[src/pkg/mss_defs.svh]
// Constants for the motor speed search sequencer
`ifndef MSS_DEFS_SVH
`define MSS_DEFS_SVH
`define MSS_FN_SEARCH_ONE     8'h61
`define MSS_FN_SEARCH_TWO     8'h62
`define MSS_SEL_EN_BIT        0
`define MSS_SEL_CURDET_BIT    1
`define MSS_SEL_RESET         2'h2
`define MSS_CLK_HZ            20000000
`define MSS_WAIT_DEFAULT_MS   200
`define MSS_VREC_DEFAULT_MS   300
`define MSS_BB_DEFAULT_MS     100
`define MSS_CYC_PER_MS        (`MSS_CLK_HZ / 1000)
`define MSS_RATED_PCT         8'h64
`define MSS_CURLVL_RESET      8'h78
`define MSS_INT_SEARCH_DONE   0
`define MSS_INT_CFG_ERR       1
`define MSS_INT_REC_DONE      2
`define MSS_ADDR_CTRL         4'h0
`define MSS_ADDR_WAIT         4'h1
`define MSS_ADDR_BB           4'h2
`define MSS_ADDR_VREC         4'h3
`define MSS_ADDR_CURLVL       4'h4
`define MSS_ADDR_STATUS       4'h5
`define MSS_ADDR_INT_STAT     4'h6
`define MSS_ADDR_INT_MASK     4'h7
`define MSS_ADDR_START_FREQ   4'h8
`endif

[src/pkg/mss_pkg.sv]
// Types shared by the speed search sequencer files
`default_nettype none
package mss_pkg;
    typedef enum logic [1:0] {
        MSS_SRC_LOWEST,
        MSS_SRC_ESTIMATE,
        MSS_SRC_MAXIMUM,
        MSS_SRC_REFERENCE
    } mss_src_type;
    typedef struct packed {
        logic [15:0] est_freq;
        logic [15:0] max_freq;
        logic [15:0] ref_freq;
        logic [15:0] loss_freq;
        logic [15:0] enc_freq;
        logic        est_dir;
    } mss_freq_type;
    typedef struct packed {
        logic [3:0]  addr;
        logic [15:0] wdata;
        logic        wr;
        logic        rd;
    } mss_bus_type;
endpackage : mss_pkg
`default_nettype wire

[src/logic/mss_sequencer.sv]
// Speed search sequencer with register port and interrupt
// What this block does
// RULE1 - Command one: estimate, or maximum frequency
// RULE2 - Command two: estimate, or latched reference
// RULE3 - Both commands assigned raises configuration error
// RULE4 - Encoder mode starts at measured frequency
// RULE5 - Sequence holds run and search baseblock long
// RULE6 - Wait search delay before every search
// RULE7 - Current below level completes current search
// RULE8 - Run command searches only for 1/3
// RULE9 - Estimate speed and direction at start
// RULE10 - Current search from loss or maximum
// RULE11 - Selection encodes enable and method bits
// RULE12 - Current level is percent of rated
// RULE13 - Recover voltage over recovery time
// RULE14 - Short loss waits out minimum baseblock
//
// Local design decisions: strobed register access and the address map.
`default_nettype none
`include "mss_defs.svh"
module mss_sequencer
    import mss_pkg::*;
#(
    parameter int CYC_PER_MS = `MSS_CYC_PER_MS
) (
    input  wire logic                clk_i,
    input  wire logic                sys_rst_i,
    input  wire mss_pkg::mss_bus_type bus_i,
    output logic [15:0]              rdata_o,
    input  wire logic [39:0]         term_fn_i,
    input  wire logic                run_i,
    input  wire logic                search_one_i,
    input  wire logic                search_two_i,
    input  wire logic                power_loss_i,
    input  wire logic                encoder_mode_i,
    input  wire mss_pkg::mss_freq_type freq_i,
    input  wire logic [7:0]          current_pct_i,
    output logic                     block_o,
    output logic                     searching_o,
    output logic [15:0]              start_freq_o,
    output logic                     start_dir_o,
    output logic                     start_valid_o,
    output logic                     curdet_o,
    output logic                     ramp_o,
    output logic                     vrec_o,
    output logic                     cfg_err_o,
    output logic                     irq_o
);
    import mss_pkg::*;
    typedef enum logic [2:0] {
        ST_IDLE, ST_BLOCK, ST_WAIT, ST_SEARCH, ST_RECOVER, ST_RUN
    } mss_state_type;
    mss_state_type state_r, state_nxt;
    logic [1:0]  sel_r, sel_nxt;
    logic [15:0] wait_r, wait_nxt, bb_r, bb_nxt, vrec_r, vrec_nxt;
    logic [7:0]  lvl_r, lvl_nxt;
    logic [2:0]  ist_r, ist_nxt, imask_r, imask_nxt;
    logic [15:0] rdata_r, rdata_nxt;
    logic [15:0] freq_r, freq_nxt;
    logic        dir_r, dir_nxt, valid_r, valid_nxt;
    logic        run_q_r, ext_q_r, loss_q_r, from_loss_r, from_loss_nxt;
    logic        use_cur_r, use_cur_nxt;
    logic        has_one, has_two, conflict;
    logic        tim_start, tim_done;
    logic [15:0] tim_ms;
    logic [2:0]  ev;
    logic        ext_req, run_rise, ext_rise, loss_fall, trig;
    logic [15:0] lvl_thr;
    mss_cfg_check u_cfg (
        .term_fn_i  (term_fn_i),
        .has_one_o  (has_one),
        .has_two_o  (has_two),
        .conflict_o (conflict)
    );
    mss_timer #(.CYC_PER_MS(CYC_PER_MS)) u_tim (
        .clk_i     (clk_i),
        .sys_rst_i (sys_rst_i),
        .start_i   (tim_start),
        .ms_i      (tim_ms),
        .done_o    (tim_done)
    );
    // Commands only count on assigned terminals; a conflict disables both
    assign ext_req = !conflict && ((has_one && search_one_i) || (has_two && search_two_i)); // [RULE3]
    assign run_rise  = run_i && !run_q_r;
    assign ext_rise  = ext_req && !ext_q_r && run_i;
    assign loss_fall = !power_loss_i && loss_q_r;
    assign trig      = run_rise || ext_rise || (loss_fall && run_i);
    // Threshold in rated percent; 100 means rated current
    assign lvl_thr   = {8'h0, lvl_r}; // [RULE12]
    always_comb
    begin
        state_nxt     = state_r;
        freq_nxt      = freq_r;
        dir_nxt       = dir_r;
        valid_nxt     = 1'b0;
        from_loss_nxt = from_loss_r;
        use_cur_nxt   = use_cur_r;
        tim_start     = 1'b0;
        tim_ms        = wait_r;
        ev            = 3'h0;
        case (state_r)
            ST_IDLE, ST_RUN:
            begin
                if (power_loss_i)
                begin
                    state_nxt     = ST_BLOCK;
                    from_loss_nxt = 1'b1;
                    // Loss time counts from the drop, covering short losses
                    tim_start     = 1'b1; // [RULE14]
                    tim_ms        = bb_r;
                end
                else if (trig && (ext_req || sel_r[`MSS_SEL_EN_BIT] || from_loss_r)) // [RULE8] [RULE11]
                begin
                    state_nxt = ST_WAIT;
                    tim_start = 1'b1; // [RULE6]
                    tim_ms    = wait_r;
                end
                else if (run_rise)
                begin
                    // No search: start from lowest output frequency
                    freq_nxt  = 16'h0; // [RULE1]
                    dir_nxt   = 1'b0;
                    valid_nxt = 1'b1;
                    state_nxt = ST_RUN;
                end
                else if (!run_i)
                    state_nxt = ST_IDLE;
            end
            ST_BLOCK:
            begin
                // Output leaves block only if the loss has ended when the baseblock timer finishes
                if (tim_done && !power_loss_i && run_i) // [RULE14]
                begin
                    state_nxt = ST_WAIT;
                    tim_start = 1'b1; // [RULE6]
                    tim_ms    = wait_r;
                end
                else if (tim_done && !power_loss_i)
                    state_nxt = ST_IDLE;
            end
            ST_WAIT:
            begin
                if (tim_done)
                begin
                    valid_nxt = 1'b1;
                    use_cur_nxt = sel_r[`MSS_SEL_CURDET_BIT] && !encoder_mode_i;
                    if (encoder_mode_i)
                    begin
                        freq_nxt  = freq_i.enc_freq; // [RULE4]
                        dir_nxt   = 1'b0;
                        state_nxt = ST_RECOVER;
                    end
                    else if (!sel_r[`MSS_SEL_CURDET_BIT])
                    begin
                        // Both commands behave alike here
                        freq_nxt  = freq_i.est_freq; // [RULE1] [RULE2] [RULE9]
                        dir_nxt   = freq_i.est_dir; // [RULE9]
                        state_nxt = ST_RECOVER;
                    end
                    else
                    begin
                        if (from_loss_r && !ext_req)
                            freq_nxt = freq_i.loss_freq; // [RULE10]
                        else if (has_two && search_two_i)
                            freq_nxt = freq_i.ref_freq; // [RULE2]
                        else
                            freq_nxt = freq_i.max_freq; // [RULE1] [RULE10]
                        dir_nxt   = 1'b0;
                        state_nxt = ST_SEARCH;
                    end
                end
            end
            ST_SEARCH:
            begin
                if ({8'h0, current_pct_i} < lvl_thr) // [RULE7]
                begin
                    ev[`MSS_INT_SEARCH_DONE] = 1'b1;
                    state_nxt = ST_RECOVER;
                    tim_start = 1'b1; // [RULE13]
                    tim_ms    = vrec_r;
                end
            end
            ST_RECOVER:
            begin
                if (!use_cur_r && valid_r)
                    ev[`MSS_INT_SEARCH_DONE] = 1'b1;
                if (valid_r)
                begin
                    tim_start = 1'b1; // [RULE13]
                    tim_ms    = vrec_r;
                end
                else if (tim_done)
                begin
                    ev[`MSS_INT_REC_DONE] = 1'b1;
                    from_loss_nxt = 1'b0;
                    state_nxt = ST_RUN;
                end
            end
            default: state_nxt = ST_IDLE;
        endcase
        if (conflict)
            ev[`MSS_INT_CFG_ERR] = 1'b1; // [RULE3]
    end
    always_comb
    begin
        sel_nxt   = sel_r;
        wait_nxt  = wait_r;
        bb_nxt    = bb_r;
        vrec_nxt  = vrec_r;
        lvl_nxt   = lvl_r;
        imask_nxt = imask_r;
        ist_nxt   = ist_r;
        rdata_nxt = 16'h0;
        if (bus_i.wr)
        begin
            case (bus_i.addr)
                `MSS_ADDR_CTRL:     sel_nxt   = bus_i.wdata[1:0]; // [RULE11]
                `MSS_ADDR_WAIT:     wait_nxt  = bus_i.wdata;
                `MSS_ADDR_BB:       bb_nxt    = bus_i.wdata;
                `MSS_ADDR_VREC:     vrec_nxt  = bus_i.wdata;
                `MSS_ADDR_CURLVL:   lvl_nxt   = bus_i.wdata[7:0];
                `MSS_ADDR_INT_STAT: ist_nxt   = ist_r & ~bus_i.wdata[2:0];
                `MSS_ADDR_INT_MASK: imask_nxt = bus_i.wdata[2:0];
                default: ;
            endcase
        end
        // Set wins over a clear in the same cycle
        ist_nxt = ist_nxt | ev;
        if (bus_i.rd)
        begin
            case (bus_i.addr)
                `MSS_ADDR_CTRL:       rdata_nxt = {14'h0, sel_r};
                `MSS_ADDR_WAIT:       rdata_nxt = wait_r;
                `MSS_ADDR_BB:         rdata_nxt = bb_r;
                `MSS_ADDR_VREC:       rdata_nxt = vrec_r;
                `MSS_ADDR_CURLVL:     rdata_nxt = {8'h0, lvl_r};
                `MSS_ADDR_STATUS:     rdata_nxt = {12'h0, conflict, 3'(state_r)};
                `MSS_ADDR_INT_STAT:   rdata_nxt = {13'h0, ist_r};
                `MSS_ADDR_INT_MASK:   rdata_nxt = {13'h0, imask_r};
                `MSS_ADDR_START_FREQ: rdata_nxt = freq_r;
                default:              rdata_nxt = 16'h0;
            endcase
        end
    end
    always_ff @(posedge clk_i)
    begin
        if (sys_rst_i)
        begin
            state_r     <= ST_IDLE;
            freq_r      <= 16'h0;
            dir_r       <= 1'b0;
            valid_r     <= 1'b0;
            from_loss_r <= 1'b0;
            use_cur_r   <= 1'b0;
            run_q_r     <= 1'b0;
            ext_q_r     <= 1'b0;
            loss_q_r    <= 1'b0;
            sel_r       <= `MSS_SEL_RESET;
            wait_r      <= 16'(`MSS_WAIT_DEFAULT_MS);
            bb_r        <= 16'(`MSS_BB_DEFAULT_MS);
            vrec_r      <= 16'(`MSS_VREC_DEFAULT_MS);
            lvl_r       <= `MSS_CURLVL_RESET;
            ist_r       <= 3'h0;
            imask_r     <= 3'h0;
            rdata_r     <= 16'h0;
        end
        else
        begin
            state_r     <= state_nxt;
            freq_r      <= freq_nxt;
            dir_r       <= dir_nxt;
            valid_r     <= valid_nxt;
            from_loss_r <= from_loss_nxt;
            use_cur_r   <= use_cur_nxt;
            run_q_r     <= run_i;
            ext_q_r     <= ext_req;
            loss_q_r    <= power_loss_i;
            sel_r       <= sel_nxt;
            wait_r      <= wait_nxt;
            bb_r        <= bb_nxt;
            vrec_r      <= vrec_nxt;
            lvl_r       <= lvl_nxt;
            ist_r       <= ist_nxt;
            imask_r     <= imask_nxt;
            rdata_r     <= rdata_nxt;
        end
    end
    assign rdata_o       = rdata_r;
    assign block_o       = (state_r == ST_BLOCK) || (state_r == ST_WAIT);
    assign searching_o   = state_r == ST_SEARCH;
    assign curdet_o      = use_cur_r;
    assign ramp_o        = state_r == ST_RUN || state_r == ST_RECOVER;
    assign vrec_o        = state_r == ST_RECOVER;
    assign start_freq_o  = freq_r;
    assign start_dir_o   = dir_r;
    assign start_valid_o = valid_r;
    assign cfg_err_o     = conflict;
    assign irq_o         = |(ist_r & imask_r);
    chk_search_gate: assert property (@(posedge clk_i) disable iff (sys_rst_i)
        (state_r == ST_IDLE && run_rise && !power_loss_i && !ext_req
         && !sel_r[0] && !from_loss_r) |=> state_r == ST_RUN && freq_r == 16'h0)
        else $error("run without enable did not start low"); // [RULE8]
    chk_wait_first: assert property (@(posedge clk_i) disable iff (sys_rst_i)
        (state_r != ST_SEARCH && state_nxt == ST_SEARCH) |-> state_r == ST_WAIT)
        else $error("search entered without wait"); // [RULE6]
    chk_cur_done: assert property (@(posedge clk_i) disable iff (sys_rst_i)
        (state_r == ST_SEARCH && current_pct_i < lvl_r) |=> state_r == ST_RECOVER)
        else $error("current search did not complete"); // [RULE7]
    chk_est_freq: assert property (@(posedge clk_i) disable iff (sys_rst_i)
        (state_r == ST_WAIT && tim_done && !encoder_mode_i && !sel_r[1])
        |=> freq_r == $past(freq_i.est_freq) && dir_r == $past(freq_i.est_dir))
        else $error("estimate not used"); // [RULE9]
    chk_enc_freq: assert property (@(posedge clk_i) disable iff (sys_rst_i)
        (state_r == ST_WAIT && tim_done && encoder_mode_i)
        |=> freq_r == $past(freq_i.enc_freq) && state_r == ST_RECOVER)
        else $error("encoder frequency not used"); // [RULE4]
    chk_ref_freq: assert property (@(posedge clk_i) disable iff (sys_rst_i)
        (state_r == ST_WAIT && tim_done && !encoder_mode_i && sel_r[1] && ext_req
         && has_two && search_two_i) |=> freq_r == $past(freq_i.ref_freq))
        else $error("reference not used"); // [RULE2]
    chk_max_freq: assert property (@(posedge clk_i) disable iff (sys_rst_i)
        (state_r == ST_WAIT && tim_done && !encoder_mode_i && sel_r[1] && ext_req
         && !(has_two && search_two_i)) |=> freq_r == $past(freq_i.max_freq))
        else $error("maximum not used"); // [RULE1] [RULE10]
    chk_cfg_err: assert property (@(posedge clk_i) disable iff (sys_rst_i)
        conflict |=> ist_r[`MSS_INT_CFG_ERR] && cfg_err_o == conflict)
        else $error("conflict not flagged"); // [RULE3]
    chk_block_hold: assert property (@(posedge clk_i) disable iff (sys_rst_i)
        (state_r == ST_BLOCK && !tim_done) |=> state_r == ST_BLOCK)
        else $error("baseblock left early"); // [RULE14]
    chk_vrec_path: assert property (@(posedge clk_i) disable iff (sys_rst_i)
        (state_r == ST_RECOVER && $past(state_r) != ST_RECOVER) |-> valid_r || $past(tim_start))
        else $error("recovery without start"); // [RULE13]
    cov_est: cover property (@(posedge clk_i) state_r == ST_RECOVER && !use_cur_r);
    cov_cur: cover property (@(posedge clk_i) state_r == ST_SEARCH ##1 state_r == ST_RECOVER);
    cov_loss: cover property (@(posedge clk_i) state_r == ST_BLOCK ##1 state_r == ST_WAIT);
    cov_irq: cover property (@(posedge clk_i) irq_o);
endmodule : mss_sequencer
`default_nettype wire

[src/logic/mss_timer.sv]
// Millisecond-based down timer
`default_nettype none
`include "mss_defs.svh"
module mss_timer #(
    parameter int CYC_PER_MS = `MSS_CYC_PER_MS
) (
    input  wire logic        clk_i,
    input  wire logic        sys_rst_i,
    input  wire logic        start_i,
    input  wire logic [15:0] ms_i,
    output logic             done_o
);
    logic [15:0] ms_r, ms_nxt;
    logic [31:0] cyc_r, cyc_nxt;
    logic        run_r, run_nxt;
    always_comb
    begin
        ms_nxt  = ms_r;
        cyc_nxt = cyc_r;
        run_nxt = run_r;
        if (start_i)
        begin
            ms_nxt  = ms_i;
            cyc_nxt = 32'h0;
            run_nxt = 1'b1;
        end
        else if (run_r)
        begin
            if (ms_r == 16'h0)
                run_nxt = 1'b0;
            else if (cyc_r == 32'(CYC_PER_MS - 1))
            begin
                cyc_nxt = 32'h0;
                ms_nxt  = ms_r - 16'h1;
            end
            else
                cyc_nxt = cyc_r + 32'h1;
        end
    end
    always_ff @(posedge clk_i)
    begin
        if (sys_rst_i)
        begin
            ms_r  <= 16'h0;
            cyc_r <= 32'h0;
            run_r <= 1'b0;
        end
        else
        begin
            ms_r  <= ms_nxt;
            cyc_r <= cyc_nxt;
            run_r <= run_nxt;
        end
    end
    // Zero time finishes one cycle after start
    assign done_o = run_r && (ms_r == 16'h0);
endmodule : mss_timer
`default_nettype wire

[src/logic/mss_cfg_check.sv]
// Terminal function scan for conflicting search commands
`default_nettype none
`include "mss_defs.svh"
module mss_cfg_check (
    input  wire logic [39:0] term_fn_i,
    output logic             has_one_o,
    output logic             has_two_o,
    output logic             conflict_o
);
    logic [4:0] one_hit;
    logic [4:0] two_hit;
    for (genvar g = 0; g < 5; g++)
    begin : g_term
        assign one_hit[g] = term_fn_i[g*8 +: 8] == `MSS_FN_SEARCH_ONE;
        assign two_hit[g] = term_fn_i[g*8 +: 8] == `MSS_FN_SEARCH_TWO;
    end
    assign has_one_o  = |one_hit;
    assign has_two_o  = |two_hit;
    assign conflict_o = has_one_o && has_two_o;
endmodule : mss_cfg_check
`default_nettype wire

[config.mk]
export PLATFORM = sky130hd
export DESIGN_NAME = mss_sequencer
export DESIGN_NICKNAME = d
export VERILOG_FILES = /design/src/pkg/mss_pkg.sv /design/src/logic/mss_sequencer.sv /design/src/logic/mss_timer.sv /design/src/logic/mss_cfg_check.sv
export VERILOG_INCLUDE_DIRS = /design/src /design/src/pkg
export SDC_FILE = /design/constraint.sdc
export NUM_CORES = 1
export LEC_CHECK = 0
export BUFFER_PORTS_ARGS = -buffer_cell sky130_fd_sc_hd__buf_4
export CAP_MARGIN = 20
export CORE_UTILIZATION = 46
export DETAILED_ROUTE_END_ITERATION = 8
export PLACE_DENSITY = 0.69
export SLEW_MARGIN = 0
export SYNTH_ARGS = -nofsm -noshare
export SYNTH_HDL_FRONTEND = slang
export SYNTH_SLANG_ARGS = --single-unit
export TNS_END_PERCENT = 30
[constraint.sdc]
create_clock -name clk_i -period 3.8 [get_ports clk_i]
set_input_delay 0.19 -clock clk_i [delete_from_list [all_inputs] [get_ports clk_i]]
set_output_delay 0.19 -clock clk_i [all_outputs]
set_load 0.01 [all_outputs]
==> results.cfg, run 1 <==
[run_status]
status = finished clean

[drt]
totalWireLength_mm = 27.0
first_pass_iters = 8
vias = 8864
vias_per_cell = 5.73
wl_per_cell_um = 17.5
ant_nets = 0
drcViolationCount = 0
drt_iter0_drc = 663

[final_layout]
multi_input_area_um2 = 5380
diodes = 0
syn2layout_area_growth_pct = 25.8
regArea_um2 = 3100
fill_cells = 1779
layout.nets = 1443
drive_gt1_share_pct = 23.9
stdcell_count = 1547

[floorplanning]
core_um2 = 18900
initial_core_util_pct = 47.3
fp.dieW_um = 141
num_io_pins = 199
dieArea_um2 = 20000
num_rows = 50
dieHeight_um = 141

[critical_path]
r2r-end = u_tim.ms_r[10]
r2r_slack_ps = 680
end_kind = flip-flop
reg2reg_depth = 9
cp_max_fo = 31
criticalPathCategory = flip-flop to flip-flop
arrival_ps = 3490
r2r_start = lvl_r[2]
crit_start = lvl_r[2]
critPathRequiredTime_ps = 4170
setup.worst_path.end = u_tim.ms_r[10]
cp-start-kind = flip-flop

[timing]
period_share_pct = 82.2
fmax_mhz = 320
hold_viol = 0
rsz0062_at_grt = no
setup_tns_ps = 0
worst_pin_slew_ps = 1070
max_slew_margin_pct = 28.7
skew_ps = 9.92
slew_viol_final = 0
fin_crit_ps = 3120
setup_viol = 0
hold-worst-slack_ps = 21.4

[pwr]
pwr-share-seq_pct = 35.9
vdd_drop_max_uv = 376
p_leak_uw = 0.00437
p_clk_share_pct = 32.2
power.switching_uw = 1740
power.total_uw = 5070
swShare_pct = 34.2
powerDensity_nw_per_um2 = 451
internal-power_uw = 3330
comb_power_share_pct = 31.8

[yosys]
yosys-top-cells-area = dfxtp_1, nand2_1, a21oi_1
synth_top_area_cell = dfxtp_1
synth_edf_count = 0
syn_area_per_cell_um2 = 8.06
synth_top_area_share_pct = 34.8
async_flop_share_pct = 0
synth.distinct_cells = 76
synth_area_um2 = 8930
syn_nets = 1275
yosysWarnings = 0
synth-main-ff-cell = dfxtp_1
syn_inst = 1108
ys_seq_elements = 155
seq_area_frac_synth_pct = 34.8

[clock_tree]
cts_tree = built
clockBufferDepth = 2
clkTransAtPathRegs_ps = 60
clk-insertion-delay-late_ps = 430
cts_resized = 0
htreeDepth = 4
postCtsSetupRepairBufs = 0
numCtsBuffers = 17
cts.sinks = 155
root_buffer = clkbuf_16

[place]
portBuffers = 198
hpwl_mm = 19.5
routabilityCongestion = 0.883
place_inst = 1511

[grt]
grt_start_max_net_pins = 75
grt_overflow_total = 0
antenna_found_initial = 0
grt_pass1_vias = 8487
track_usage_pct = 27.6
grt_pass1_wl_mm = 43.8

[worst_hold_path]
min_path_cells = 3
hp-start = bus_i[12]
hold_class = primary input to flip-flop

[job]
max_cap_violations = 0
## placed cells by master (no fill, tap or decap), types with 6 or more instances in the layout
cell,synthesis,routed
a2111oi_0,15,15
a211oi_1,38,37
a21oi_1,97,97
a221o_1,15,15
a222oi_1,17,17
a22o_1,8,8
a31oi_1,6,6
a32o_1,16,16
and3_1,8,8
buf_4,2,217
clkbuf_16,0,17
clkinvlp_4,0,6
dfxtp_1,155,155
ha_1,9,9
inv_1,42,42
mux2_1,6,6
mux2_2,25,25
mux2i_1,27,27
nand2_1,157,157
nand3_1,22,22
nand3b_1,11,11
nand4_1,11,11
nor2_1,100,100
nor2b_1,34,34
nor3_1,50,49
nor4_1,9,9
nor4bb_1,8,8
o21ai_0,14,14
xnor2_1,25,25
xor2_1,19,19
## power by group through the flow
| stage | Combinational (µW) | Clock (µW) | Sequential, µW |
|---|---|---|---|
| after detailed placement | 1580 | 0 | 1850 |
| after CTS | 1590 | 1650 | 1820 |
| final | 1610 | 1630 | 1820 |
| after global placement | 1560 | 0 | 1850 |
| after global routing | 1770 | 1720 | 1830 |
| after floorplan | 1170 | 0 | 1790 |
## logic make-up (layout without fill, tap and decap cells)
family	count (synthesis)	count (layout)	synth area share [%]
compound gates	255	255	20.3
xor+xnor	44	44	4.32
fa+ha+maj	9	9	1.26
buf+inv	117	296	5.28
flops	155	155	34.8
mux	61	61	7.44
simple gates	467	467	26.6
## final cells by class
class	instances	share of cell area [%]
clock buffers	18	3.91
flip-flops and latches	155	27.6
repair buffers	223	15.2
clock inverters	12	1.02
multi-input cells	836	47.9
well taps	260	2.90
inverters	43	1.44
## metal layers
| layer | track usage, % | up-vias | wire length, µm |
|---|---|---|---|
| met5 | 0 | - | 0 |
| met4 | 8.81 | 0 | 612 |
| met3 | 4.66 | 42 | 1270 |
| met2 | 48.1 | 264 | 13200 |
| met1 | 34.5 | 4208 | 11900 |
| li1 | - | 4350 | - |
## cells in the mapped netlist (14+ instances only)
cell type    n
a221o_1     15
a32o_1      16
a2111oi_0   15
dfxtp_1    155
inv_1       42
nor2b_1     34
clkbuf_1    54
buf_2       14
nand2_1    157
a21oi_1     97
xnor2_1     25
nor2_1     100
mux2i_1     27
xor2_1      19
a222oi_1    17
a211oi_1    38
nand3_1     22
mux2_2      25
o21ai_0     14
nor3_1      50
## metrics by stage
stage / area (µm²) / util [%] / setup WS, ps
final: 11200 / 59.5 / 677
after global routing: 11200 / 59.5 / 566
after CTS: 11200 / 59.3 / 804
after detailed placement: 10600 / 56.1 / 840
after global placement: 10600 / 56.1 / 870
after floorplan: 8930 / - / 1370
## worst max-delay path, cell delays in order (launching register included)
cell and delay, ps:
dfxtp_1 360, inv_1 50, ha_1 280, a211oi_1 190, o21ai_0 240, a211oi_4 290, buf_4 360, a21oi_1 120
a2111oi_0 870, mux2_2 290
## flip-flops by register name, indices dropped and copies added (netlist names), 3 cells and up
signal	flops
u_tim.cyc_r	32
bb_r	16
rdata_o	16
start_freq_o	16
u_tim.ms_r	16
vrec_r	16
wait_r	16
lvl_r	8
imask_r	3
ist_r	3
state_r	3
## repair_timing
action,4_1_cts,5_1_grt
hold endpoints to repair,4,0
hold buffers,4,0
setup endpoints to repair,0,0
## how the worst min path moves through the flow
| stage | slack, ps | end |
|---|---|---|
| finish | 20 | bb_r[10] |
| global route | 20 | bb_r[15] |
| CTS | 10 | bb_r[12] |
| detailed placement | 430 | lvl_r[3] |
| global placement | 430 | lvl_r[3] |
| floorplan | 310 | lvl_r[3] |
(Power assumes the default switching activity.)
==> run 2, diff against run 1 <==
==> constraint.sdc (replaced) <==
create_clock -name clk_i -period 3 [get_ports clk_i]
set_input_delay 0.15 -clock clk_i [delete_from_list [all_inputs] [get_ports clk_i]]
set_output_delay 0.15 -clock clk_i [all_outputs]
set_load 0.01 [all_outputs]
==> run 2 against run 1 <==
  * Die area unchanged
  * Core utilization increased by 0.91 points
  * Clock skew rose by 1.0 ps
  * Via count up 2.1%
  * First-iteration DRC count up 15%
  * Critical path depth is the same
  * Highest routed layer unchanged
==> results.cfg, run 2 (synthesis results as in run 1) <==
[critical_path]
arrival_ps = 3240
criticalPathCategory = flip-flop to flip-flop
critPathRequiredTime_ps = 3380
cp-start-kind = flip-flop
cpPeakStageDelay_ps = 670
path_cells = inv_1, ha_1, a211oi_1, o21ai_0, a211oi_4, buf_4, a21oi_1, a2111oi_0, mux2_2
cp_slowest_cell = a2111oi_0
worst_path_dominant_cell_family = compound AO/OA/AOI/OAI gates
path_buf_inv = 2
end_kind = flip-flop
cp_max_fo = 31

[timing]
rsz0062_at_grt = no
max_slew_margin_pct = 32.5
fmax_mhz = 350
setup_tns_ps = 0
fin_crit_ps = 2860
fin_ws_ps = 142
slew_viol_final = 0
period_share_pct = 95.3
setup_viol = 0
worst_pin_slew_ps = 1010
hold_viol = 0
skew_ps = 10.9

[final_layout]
multi_input_area_um2 = 5390
stdcell_count = 1566
top_register = u_tim.cyc_r
design_area_um2 = 11400
largest_reg_flops = 32
final_common_cell = buf_4
mostFrequentLayoutCells = buf_4, nand2_1, dfxtp_1
drive_gt1_share_pct = 24.3
diodes = 0
syn2layout_area_growth_pct = 27.8
regArea_um2 = 3100
layout.nets = 1460
fill_cells = 1732

[clock_tree]
clk-insertion-delay-late_ps = 440
root_buffer = clkbuf_16
htreeDepth = 4
cts.sinks = 155
clkTransAtPathRegs_ps = 70
postCtsSetupRepairBufs = 0
cts_tree = built
clockBufferDepth = 2
numCtsBuffers = 17

[place]
portBuffers = 198
placed_area_um2 = 10700
hpwl_mm = 19.6
pre_cts_slack_ps = 186
place_inst = 1520
routabilityCongestion = 0.972

[drt]
wl_per_cell_um = 17.4
first_pass_iters = 7
vias_per_cell = 5.78
vias = 9048
ant_nets = 0
drcViolationCount = 0
totalWireLength_mm = 27.3
drt_iter0_drc = 762

[floorplanning]
dieArea_um2 = 20000
num_io_pins = 199
initial_core_util_pct = 47.3
core_um2 = 18900
dieHeight_um = 141
fp.dieW_um = 141
num_rows = 50

[run_status]
status = finished clean

[worst_hold_path]
hold_class = primary input to flip-flop

[job]
max_cap_violations = 0

[grt]
track_usage_pct = 27.8
grt_pass1_wl_mm = 44.0
grt_overflow_total = 0
grt_pass1_vias = 8589
grt_start_max_net_pins = 98
antenna_found_initial = 0

[pwr]
vdd_drop_max_uv = 543
p_leak_uw = 0.00448
powerDensity_nw_per_um2 = 573
run 2: changes by cell type in the layout (fill, tap and decap cells not counted), moves of 2 or more:
cell	previous run	this run
buf_4	217	226
clkinv_8	0	3
inv_8	0	6
clkinvlp_4	6	0
clkinv_4	0	2
dlygate4sd3_1	4	14
run 2: power by group:
part / internal (µW) / leakage [µW] / switching, µW
sequential: 2150 / 0.00125 / 144
clock: 1130 / 0.000293 / 1040
combinational: 916 / 0.00294 / 1150
run 2: through the flow:
stage	hold slack [ps]	utilization, %	power (µW)
final	9.80	60.4	6530
after CTS	3.43	60.4	6540
after global routing	10.1	60.4	6850
after floorplan	268	-	3760
after global placement	392	56.5	4330
after detailed placement	397	56.5	4360
run 2: per-layer routing:
metal  share of wire (%)  vias up  global-route usage (%)
met2                  48      315                    46.6
met1                  44     4253                    35.5
met4                 3.3        0                    12.1
li1                    -     4409                       -
met3                 4.9       71                    4.29
met5                   0        -                       0
run 2: cell type report:
type	count	area share, %
Timing Repair Buffer	240	16.1
Multi-Input combinational cell	836	47.2
Sequential cell	155	27.2
Clock buffer	17	3.73
Tap cell	260	2.85
Clock inverter	15	1.48
Inverter	43	1.42
run 2: final timing paths:
kind	from	end	slack [ps]	depth (start not counted)
worst min-delay path	run_i	run_q_r	10	2
worst max register to register	lvl_r[2]	u_tim.ms_r[10]	140	9
worst max-delay path	lvl_r[2]	u_tim.ms_r[10]	140	9
worst min register to register	start_freq_o[14]	rdata_o[14]	480	2
run 2: repair_timing:
action / CTS / global route
endpoints found under the setup margin: 0 / 2
hold buffers: 14 / 0
endpoints found under the hold margin: 41 / 0
resized for setup: 0 / 2
==> run 3, diff against run 2 <==
--- a/config.mk
+++ b/config.mk
@@ -8,9 +8,11 @@
 export LEC_CHECK = 0
 export BUFFER_PORTS_ARGS = -buffer_cell sky130_fd_sc_hd__buf_4
 export CAP_MARGIN = 20
-export CORE_UTILIZATION = 46
+export CELL_PAD_IN_SITES_DETAIL_PLACEMENT = 1
+export CELL_PAD_IN_SITES_GLOBAL_PLACEMENT = 1
+export CORE_UTILIZATION = 40
 export DETAILED_ROUTE_END_ITERATION = 8
-export PLACE_DENSITY = 0.69
+export PLACE_DENSITY_LB_ADDON = 0.1
 export SLEW_MARGIN = 0
 export SYNTH_ARGS = -nofsm -noshare
 export SYNTH_HDL_FRONTEND = slang
==> run 3 against run 2 <==
  * First-iteration DRC count fell by 34%
  * Final cell count rose by 1.3%
  * Non-clock buffer count rose by 1
==> results.cfg, run 3 (synthesis results as in run 1) <==
[pwr]
p_leak_uw = 0.00449
powerDensity_nw_per_um2 = 583
power.total_uw = 6670
vdd_drop_max_uv = 345

[timing]
hold_viol = 0
skew_ps = 9.34
hold-worst-slack_ps = 25.9
setup_tns_ps = 0
period_share_pct = 92.9
slew_viol_final = 0
fmax_mhz = 359
setup_viol = 0
worst_pin_slew_ps = 959
fin_crit_ps = 2790
max_slew_margin_pct = 36.0

[place]
routabilityCongestion = 0.847
hpwl_mm = 22.8
portBuffers = 198
placed_area_um2 = 10700

[clock_tree]
root_buffer = clkbuf_16
numCtsBuffers = 17
clockBufferDepth = 2
htreeDepth = 4
cts_tree = built
postCtsSetupRepairBufs = 0
clk-insertion-delay-late_ps = 440
cts.sinks = 155
clkTransAtPathRegs_ps = 70

[critical_path]
crit_start = lvl_r[2]
arrival_ps = 3170
critPathRequiredTime_ps = 3380
cp_max_fo = 31
end_kind = flip-flop
criticalPathCategory = flip-flop to flip-flop
cp-start-kind = flip-flop
path_buf_inv = 2
path_cells = inv_1, ha_1, a211oi_1, o21ai_0, a211oi_4, buf_4, a21oi_1, a2111oi_1, mux2_1
cpPeakStageDelay_ps = 540
cp_slowest_cell = a2111oi_1
worst_path_dominant_cell_family = compound AO/OA/AOI/OAI gates
r2r_start = lvl_r[2]

[grt]
grt_overflow_total = 0
antenna_found_initial = 0
grt_pass1_vias = 9147
grt_pass1_wl_mm = 48.7
grt_start_max_net_pins = 90
track_usage_pct = 27.6

[final_layout]
layout.nets = 1461
largest_reg_flops = 32
diodes = 0
regArea_um2 = 3100
fill_cells = 2634
design_area_um2 = 11500
drive_gt1_share_pct = 24.3
mostFrequentLayoutCells = buf_4, nand2_1, dfxtp_1
final_common_cell = buf_4
top_register = u_tim.cyc_r
multi_input_area_um2 = 5390
syn2layout_area_growth_pct = 28.3

[floorplanning]
num_rows = 54
num_io_pins = 199
initial_core_util_pct = 40.9
dieHeight_um = 151
dieArea_um2 = 22900
fp.dieW_um = 151
core_um2 = 21800

[drt]
ant_nets = 0
vias_per_cell = 5.67
wl_per_cell_um = 19.5
drt_iter0_drc = 500
first_pass_iters = 7
vias = 9004
totalWireLength_mm = 31.0
drcViolationCount = 0

[run_status]
status = finished clean

[worst_hold_path]
hp-start = bus_i[4]
hold_class = primary input to flip-flop

[job]
max_cap_violations = 0
==> run 3: cell count changes in the layout (fill, tap and decap cells not counted), sizes merged <==
cell | previous run | this run
buf | 226 | 227
inv | 52 | 50
clkinvlp | 0 | 1
clkinv | 6 | 5
bufinv | 0 | 1
clkbuf | 17 | 18
==> run 3: report_power, final <==
part / leakage [µW] / internal, µW / switching, µW / total, µW
registers: 0.00125 / 2160 / 120 / 2280
clock network: 0.000291 / 1200 / 984 / 2190
logic: 0.00295 / 951 / 1260 / 2210
==> run 3: per-stage QoR <==
| step | instances | util (%) | worst slack [ps] |
|---|---|---|---|
| finish | 1587 | 52.5 | 213 |
| global route | 1587 | 52.5 | -14.7 |
| CTS | 1587 | 52.5 | 107 |
| detailed placement | 1541 | 49.1 | 171 |
| global placement | 1540 | 49.1 | 296 |
| floorplan | 1108 | - | 568 |
==> run 3: layout make-up <==
cell class	count	share of cell area (%)
Tap cell	280	3.06
Multi-Input combinational cell	836	47.0
Clock inverter	14	1.32
Inverter	43	1.41
Clock buffer	18	3.83
Timing Repair Buffer	241	16.3
Sequential cell	155	27.1
==> run 3: worst register-to-register path, delay by kind of cell, from the launching register on <==
kind / cells / cell delay, ps
compound gates: 5 / 1440
fa+ha+maj: 1 / 290
buf+inv: 2 / 430
flops: 1 / 370
mux: 1 / 200
==> run 3: timing repair <==
item,CTS,global route
endpoints found under the hold margin,36,0
hold buffers,14,0
setup endpoints to repair,0,2
resized for setup,0,2
==> run 3: final timing paths <==
kind | slack, ps | endpoint | cells after the start
max | 210 | u_tim.ms_r[14] | 9
max reg2reg | 210 | u_tim.ms_r[14] | 9
min | 30 | vrec_r[2] | 3
min reg2reg | 480 | rdata_o[15] | 2
==> run 3: per-layer routing <==
| layer | vias to the layer above | global-route usage (%) | part of all wire, % |
|---|---|---|---|
| li1 | 4385 | - | - |
| met2 | 191 | 49.9 | 51 |
| met5 | - | 0 | 0 |
| met1 | 4389 | 33.8 | 43 |
| met3 | 39 | 3.77 | 3.6 |
| met4 | 0 | 8.05 | 1.8 |
